$ cat src/hdl/clkdiv_defines.svh
`ifndef CLKDIV_DEFINES_SVH
`define CLKDIV_DEFINES_SVH

// ==========================================
// register offsets
`define CTRL_OFF 12'h000
`define STATUS_OFF 12'h004
`define RATIO_LO_OFF 12'h008
`define RATIO_HI_OFF 12'h00c

// ==========================================
// field positions and reset values
`define CTRL_EN_A_BIT 0
`define CTRL_EN_B_BIT 1
`define CTRL_RESET 2'h3
`define STAT_PIN_BIT 0
`define STAT_SEL1_LSB 1
`define STAT_SEL2_LSB 3
`define STAT_SEL3_LSB 5
`define RATIO_UPPER_LSB 16

// ==========================================
// divide ratios
`define DIV_BY1 10'h001
`define DIV_BY2 10'h002
`define DIV_BY4 10'h004
`define DIV_BY8 10'h008
`define DIV_BY16 10'h010
`define DIV_BY512 10'h200

`endif

$ cat src/hdl/clkdiv_pkg.sv
package clkdiv_pkg;
  // ==========================================
  // three-level strap code; code 3 is illegal
  typedef enum logic [1:0] {
    sel_low,
    sel_mid,
    sel_high
  } select_level_t;

  typedef logic [9:0] ratio_t;
endpackage : clkdiv_pkg

$ cat src/hdl/strap_sync.sv
`timescale 1ns/1ps
module strap_sync #(
  parameter int WIDTH = 7
) (
  input wire logic pclk,
  input wire logic presetn,
  input wire logic [WIDTH-1:0] d,
  output logic [WIDTH-1:0] q
);
  logic [WIDTH-1:0] meta_q;

  initial begin
    if (WIDTH < 1) $error("strap_sync: WIDTH must be positive");
  end

  // ==========================================
  // two-stage synchroniser
  always_ff @(posedge pclk or negedge presetn) begin
    if (!presetn) begin
      meta_q <= '0;
      q <= '0;
    end else begin
      meta_q <= d;
      q <= meta_q;
    end
  end
endmodule : strap_sync

$ cat src/hdl/group_divider.sv
`timescale 1ns/1ps
module group_divider #(
  parameter int RATIO_W = 10
) (
  input wire logic pclk,
  input wire logic presetn,
  input wire logic enable,
  input wire logic tick,
  input wire logic [RATIO_W-1:0] ratio,
  output logic pulse
);
  logic [RATIO_W-1:0] count_q;

  initial begin
    if (RATIO_W < 10) $error("group_divider: RATIO_W too small for 512");
  end

  // ==========================================
  // one pulse per ratio input ticks
  always_ff @(posedge pclk or negedge presetn) begin
    if (!presetn) begin
      count_q <= '0;
      pulse <= 1'b0;
    end else if (!enable) begin
      count_q <= '0;
      pulse <= 1'b0;
    end else if (tick) begin
      if (count_q >= ratio - RATIO_W'(1)) begin
        count_q <= '0;
        pulse <= 1'b1;
      end else begin
        count_q <= count_q + RATIO_W'(1);
        pulse <= 1'b0;
      end
    end else begin
      pulse <= 1'b0;
    end
  end
endmodule : group_divider

$ cat src/hdl/pin_strap_clock_divider_config.sv
// Functional notes
// [RL1] first input feeds eight-output bank, second feeds six-output bank, independently
// [RL2] fourteen divided outputs in total, each dividing its bank input
// [RL3] pin control low: groups 0-3, 4-7, 8-11 divide 1/4/2 for low/mid/high
// [RL4] pin control low: outputs 12-13 divide 8/512/16 for low/mid/high
// [RL5] pin control high: first select sets outputs 0-7 to 1/4/2
// [RL6] pin control high: second select sets outputs 8-11 to 1/4/2
// [RL7] pin control high: third select sets outputs 12-13 to 4/512/16
// [RL8] strap driver keeps three-level codes stable while affected outputs are used
//
// Our own choices: the APB register port and the register addresses.
`timescale 1ns/1ps
`include "clkdiv_defines.svh"
module pin_strap_clock_divider_config #(
  parameter int NUM_FIRST = 8,
  parameter int NUM_SECOND = 6
) (
  input wire logic pclk,
  input wire logic presetn,
  input wire logic psel,
  input wire logic penable,
  input wire logic pwrite,
  input wire logic [11:0] paddr,
  input wire logic [31:0] pwdata,
  input wire logic [3:0] pstrb,
  output logic [31:0] prdata,
  output logic pready,
  output logic pslverr,
  input wire logic pin_ctrl_enable,
  input wire logic [1:0] divider_select_first,
  input wire logic [1:0] divider_select_second,
  input wire logic [1:0] divider_select_third,
  input wire logic bank_tick_first,
  input wire logic bank_tick_second,
  output logic [13:0] clock_output_channel
);
  import clkdiv_pkg::*;

  initial begin
    if (NUM_FIRST != 8 || NUM_SECOND != 6) $error("bank sizes must be 8 and 6");
  end

  // ==========================================
  // strap synchronisation
  logic [6:0] strap_s;
  logic pin_s;
  select_level_t sel1_s;
  select_level_t sel2_s;
  select_level_t sel3_s;

  strap_sync #(.WIDTH(7)) u_sync (
    .pclk(pclk),
    .presetn(presetn),
    .d({divider_select_third, divider_select_second, divider_select_first, pin_ctrl_enable}),
    .q(strap_s)
  );

  assign pin_s = strap_s[0];
  assign sel1_s = select_level_t'(strap_s[2:1]);
  assign sel2_s = select_level_t'(strap_s[4:3]);
  assign sel3_s = select_level_t'(strap_s[6:5]);

  // ==========================================
  // ratio decoding
  function automatic ratio_t std_ratio(input select_level_t lvl);
    unique case (lvl)
      sel_low: std_ratio = `DIV_BY1;
      sel_mid: std_ratio = `DIV_BY4;
      sel_high: std_ratio = `DIV_BY2;
      default: std_ratio = `DIV_BY1;
    endcase
  endfunction : std_ratio

  function automatic ratio_t wide_ratio(input select_level_t lvl, input ratio_t low_val);
    unique case (lvl)
      sel_low: wide_ratio = low_val;
      sel_mid: wide_ratio = `DIV_BY512;
      sel_high: wide_ratio = `DIV_BY16;
      default: wide_ratio = low_val;
    endcase
  endfunction : wide_ratio

  ratio_t ratio0_q;
  ratio_t ratio1_q;
  ratio_t ratio2_q;
  ratio_t ratio3_q;

  always_ff @(posedge pclk or negedge presetn) begin
    if (!presetn) begin
      ratio0_q <= `DIV_BY1;
      ratio1_q <= `DIV_BY1;
      ratio2_q <= `DIV_BY1;
      ratio3_q <= `DIV_BY8;
    end else if (pin_s) begin
      ratio0_q <= std_ratio(sel1_s); // RL5
      ratio1_q <= std_ratio(sel1_s); // RL5
      ratio2_q <= std_ratio(sel2_s); // RL6
      ratio3_q <= wide_ratio(sel3_s, `DIV_BY4); // RL7
    end else begin
      ratio0_q <= std_ratio(sel1_s); // RL3
      ratio1_q <= std_ratio(sel2_s); // RL3
      ratio2_q <= std_ratio(sel3_s); // RL3
      ratio3_q <= wide_ratio(sel3_s, `DIV_BY8); // RL4
    end
  end

  // ==========================================
  // apb slave
  logic [1:0] ctrl_q;
  logic access;
  logic done;
  logic [31:0] rdata_d;
  logic err_d;

  assign access = psel && penable && !pready;
  assign done = psel && penable && pready;

  always_comb begin
    rdata_d = 32'h0000_0000;
    err_d = 1'b0;
    unique case (paddr)
      `CTRL_OFF: rdata_d[1:0] = ctrl_q;
      `STATUS_OFF: begin
        rdata_d[`STAT_PIN_BIT] = pin_s;
        rdata_d[`STAT_SEL1_LSB +: 2] = sel1_s;
        rdata_d[`STAT_SEL2_LSB +: 2] = sel2_s;
        rdata_d[`STAT_SEL3_LSB +: 2] = sel3_s;
        err_d = pwrite;
      end
      `RATIO_LO_OFF: begin
        rdata_d[9:0] = ratio0_q;
        rdata_d[`RATIO_UPPER_LSB +: 10] = ratio1_q;
        err_d = pwrite;
      end
      `RATIO_HI_OFF: begin
        rdata_d[9:0] = ratio2_q;
        rdata_d[`RATIO_UPPER_LSB +: 10] = ratio3_q;
        err_d = pwrite;
      end
      default: err_d = 1'b1;
    endcase
  end

  always_ff @(posedge pclk or negedge presetn) begin
    if (!presetn) begin
      pready <= 1'b0;
      prdata <= 32'h0000_0000;
      pslverr <= 1'b0;
    end else begin
      pready <= access;
      prdata <= access && !pwrite ? rdata_d : 32'h0000_0000;
      pslverr <= access && err_d;
    end
  end

  always_ff @(posedge pclk or negedge presetn) begin
    if (!presetn) begin
      ctrl_q <= `CTRL_RESET;
    end else if (done && pwrite && paddr == `CTRL_OFF && pstrb[0]) begin
      ctrl_q <= pwdata[1:0];
    end
  end

  // ==========================================
  // bank dividers
  logic [3:0] grp_pulse;

  group_divider #(.RATIO_W(10)) u_grp0 (
    .pclk(pclk),
    .presetn(presetn),
    .enable(ctrl_q[`CTRL_EN_A_BIT]),
    .tick(bank_tick_first), // RL1
    .ratio(ratio0_q),
    .pulse(grp_pulse[0])
  );

  group_divider #(.RATIO_W(10)) u_grp1 (
    .pclk(pclk),
    .presetn(presetn),
    .enable(ctrl_q[`CTRL_EN_A_BIT]),
    .tick(bank_tick_first), // RL1
    .ratio(ratio1_q),
    .pulse(grp_pulse[1])
  );

  group_divider #(.RATIO_W(10)) u_grp2 (
    .pclk(pclk),
    .presetn(presetn),
    .enable(ctrl_q[`CTRL_EN_B_BIT]),
    .tick(bank_tick_second), // RL1
    .ratio(ratio2_q),
    .pulse(grp_pulse[2])
  );

  group_divider #(.RATIO_W(10)) u_grp3 (
    .pclk(pclk),
    .presetn(presetn),
    .enable(ctrl_q[`CTRL_EN_B_BIT]),
    .tick(bank_tick_second), // RL1
    .ratio(ratio3_q),
    .pulse(grp_pulse[3])
  );

  // fan groups out to the fourteen channels
  assign clock_output_channel = {{2{grp_pulse[3]}}, {4{grp_pulse[2]}},
    {4{grp_pulse[1]}}, {4{grp_pulse[0]}}}; // RL2
endmodule : pin_strap_clock_divider_config

$ cat config.mk
export PLATFORM = sky130hd
export DESIGN_NAME = pin_strap_clock_divider_config
export DESIGN_NICKNAME = d
export VERILOG_FILES = /design/src/hdl/clkdiv_pkg.sv /design/src/hdl/strap_sync.sv /design/src/hdl/group_divider.sv /design/src/hdl/pin_strap_clock_divider_config.sv
export VERILOG_INCLUDE_DIRS = /design/src /design/src/hdl
export SDC_FILE = /design/constraint.sdc
export NUM_CORES = 1
export LEC_CHECK = 0
export ABC_AREA = 1
export BUFFER_PORTS_ARGS = -buffer_cell sky130_fd_sc_hd__buf_2
export CORE_AREA = 2 2 128 130
export CTS_CLUSTER_SIZE = 12
export DETAILED_ROUTE_END_ITERATION = 7
export DIE_AREA = 0 0 130 132
export PLACE_DENSITY_LB_ADDON = 0.15
export SLEW_MARGIN = 20
export SYNTH_ARGS = -nofsm -noshare
export SYNTH_HDL_FRONTEND = slang
export SYNTH_SLANG_ARGS = --single-unit
$ cat constraint.sdc
create_clock -name pclk -period 2.7 [get_ports pclk]
set_input_delay 0.54 -clock pclk [delete_from_list [all_inputs] [get_ports pclk]]
set_output_delay 0.54 -clock pclk [all_outputs]
set_load 0.02 [all_outputs]
==> impl_metrics.py <==
metrics = {
    "status": {
        "status": "finished clean",
    },
    "worst_setup_path": {
        "critPathBufInv": 2,
        "cpPeakStageDelay_ns": 0.54,
        "crit_type": "flop to flop",
        "required_ns": 2.98,
        "crit_fanout": 10,
        "crit_chain": "inv_1, ha_1, ha_1, inv_1, ha_1, nand2_1, a21oi_1, nor3_1, nand2_1, nor2_4, nand3b_1, nand2_1",
        "path_delay_family": "simple AND/OR/NAND/NOR gates",
        "cp-start-kind": "flop",
        "critPathSlowestCell": "dfstp_2",
        "cp.arrival_ns": 2.59,
        "critPathCaptureType": "flop",
    },
    "route": {
        "highest_layer": "met4",
        "drtPass1Iterations": 4,
        "post_drt_wl_per_cell_um": 12.3,
        "drt-met1-wl_mm": 5.53,
        "route.met2.wl_mm": 4.98,
        "route.met3.wl_um": 502,
        "drt-total-wl_mm": 11.1,
        "drc": 0,
        "first_iter_violations": 184,
        "vias_per_cell": 4.47,
        "vias": 4043,
        "drtAntennaViolNets": 0,
    },
    "yosys": {
        "syn-cell-area_sq_um": 5390,
        "syn_area_per_cell_sq_um": 8.50,
        "yosysUniqueCellTypes": 31,
        "synth_area_leader_cell": "dfrtp_1",
        "synth_top_area_share_pct": 38.1,
        "yosysWarnings": 0,
        "synth_seq_cells": 88,
        "ys_top_cells_by_area": "dfrtp_1 38%, ha_1 13%, nand2_1 10%",
        "seq_area_frac_synth_pct": 41.0,
        "syn_inst": 634,
    },
    "placement": {
        "portBuffers": 57,
        "routabilityCongestion": 0.809,
        "placed_cell_area_sq_um": 5770,
        "dp_hpwl_mm": 8.35,
    },
    "clock_tree": {
        "clockBufferDepth": 2,
        "cts_made_buffers": 9,
        "clock-root-buffer": "clkbuf_16",
        "htree_levels": 3,
        "post_cts_resized": 0,
        "cts.reportedPaths.clkPinSlew_ns": 0.07,
        "cts.sinks": 88,
        "cts_hold_buffers": 0,
        "clock_latency_ns": 0.35,
        "tritoncts": "yes",
        "cts_setup_buffers": 0,
    },
    "pwr": {
        "p_leak_nw": 3.29,
        "ir_drop_v": 0.000273,
        "power_density_nw_per_um2": 661,
    },
    "floorplan": {
        "rows": 46,
        "die_width_um": 130,
        "core-area_sq_um": 15700,
        "die_h_um": 132,
        "start_util_pct": 34.3,
        "dieArea_sq_um": 17200,
        "pin_count": 110,
    },
    "layout": {
        "antennaDiodeCount": 0,
        "final_common_cell": "nand2_1",
        "most-common-layout-cells": "147 x nand2_1, 82 x dfrtp_1, 75 x inv_1",
        "drive_above_1_share_pct": 17.0,
        "final_area_sq_um": 6080,
        "nNetsFinal": 801,
        "syn2layout_area_growth_pct": 12.7,
    },
    "sta": {
        "max_clock_freq_mhz": 434,
        "slew_headroom_pct": 63.1,
        "period_share_pct": 85.3,
        "finalSetupTns_ns": 0,
        "tightest_slew_ns": 0.553,
        "finalHoldViolCount": 0,
        "rsz0062_at_grt": "false",
        "period_minus_slack_ns": 2.30,
        "final_max_slew_viol_count": 0,
        "skew_ns": 0.00837,
        "setup_violations": 0,
    },
    "flow_run": {
        "maxCapViolCount": 0,
    },
    "grt": {
        "grt_max_degree": 57,
        "overflow": 0,
        "grt_pass1_wl_mm": 19.4,
        "grt_usage_pct": 14.1,
        "grt_pass1_vias": 3992,
        "antenna_found_initial": 1,
    },
    "worst_hold_path": {
        "hold_path.class": "primary input to asynchronous set/reset pin",
    },
}
==> report_power, final <==
group / switching [mW] / internal [mW] / total, mW
Combinational: 0.612 / 0.401 / 1.01
Sequential: 0.206 / 1.49 / 1.69
Clock: 0.575 / 0.735 / 1.31
Total: 1.39 / 2.62 / 4.02
==> registers in the layout, indices dropped and copies added, names as in the netlist, 2 cells and up <==
register	count
u_grp0.count_q	10
ratio1_q	3
u_sync.q	7
u_grp1.count_q	10
ratio2_q	3
u_grp2.count_q	10
u_sync.meta_q	7
ratio0_q	3
ctrl_q	2
prdata	13
ratio3_q	4
u_grp3.count_q	10
==> worst paths after layout <==
| kind | from | endpoint | slack [ns] | cells after the start |
|---|---|---|---|---|
| max | ratio0_q[0] | u_grp0.count_q[9] | 0.40 | 12 |
| min | presetn | u_grp2.count_q[6] | 0.15 | 1 |
| max reg2reg | ratio0_q[0] | u_grp0.count_q[9] | 0.40 | 12 |
| min reg2reg | u_sync.meta_q[2] | u_sync.q[2] | 0.35 | 0 |
| max in group asynchronous | presetn | ratio3_q[3] | 1.86 | 2 |
| min in group pclk | divider_select_third[0] | u_sync.meta_q[5] | 0.30 | 1 |
==> synth_stat cells <==
cell and number:
nand2_1 147, dfrtp_1 82, inv_1 75, ha_1 56, nand3_1 49, nor2_1 41, buf_4 33, xor2_1 25
a21oi_1 16, o21ai_0 13, nand3b_1 12, nand4_1 12, nor2_2 10, nor2_4 7, nor3_1 7, dfstp_2 6
inv_2 6, nor3_2 5, xnor2_1 5, clkbuf_1 4, o21ai_1 4, buf_2 3, clkinv_1 3, nand2_2 3
a21boi_2 2, a21o_1 2, o21bai_1 2, conb_1 1, mux2_2 1, nand3_2 1, nand3b_4 1
==> worst reg2reg max path: stages, from the launching register on <==
cell	delay, ns
dfstp_2	0.54
inv_1	0.07
ha_1	0.20
ha_1	0.17
inv_1	0.10
ha_1	0.25
nand2_1	0.08
a21oi_1	0.05
nor3_1	0.18
nand2_1	0.14
nor2_4	0.27
nand3b_1	0.12
nand2_1	0.08
==> logic make-up (layout without fill, tap and decap cells) <==
kind of cell    Yosys count  in the layout  share of synthesized area [%]
compound gates           39             39                           4.04
xor+xnor                 30             30                           4.87
fa+ha+maj                56             56                           13.0
buf+inv                 124            160                           11.0
flops                    88             88                           41.0
mux                       1              1                          0.209
other cells               1             19                         0.0696
simple gates            295            295                           25.8
==> final cells by class <==
type                    count  area (sq um)
flip-flops and latches     88          2210
clock inverters             6          75.1
clock buffers              10           229
inverters                  84           315
repair buffers             60           323
well taps                 216           270
multi-input cells         440          2660
fillers                  1600          9640
==> stage by stage <==
step                hold slack, ns  std cells  util [%]  setup slack [ns]  total power [mW]
floorplan                    0.244        652         -             0.741              2.50
global placement             0.334        888      36.7             0.512              2.70
detailed placement           0.335        888      36.7             0.423              2.74
CTS                          0.157        904      38.7             0.402              4.08
global route                 0.175        904      38.7             0.178              4.34
finish                       0.147        904      38.7             0.398              4.02
==> routing by layer <==
| metal | vias to the layer above | track usage, % |
|---|---|---|
| met3 | 12 | 3.69 |
| li1 | 2070 | - |
| met1 | 1881 | 19.7 |
| met4 | 0 | 4.00 |
| met5 | - | 0 |
| met2 | 80 | 21.6 |
(Power assumes the default switching activity.)
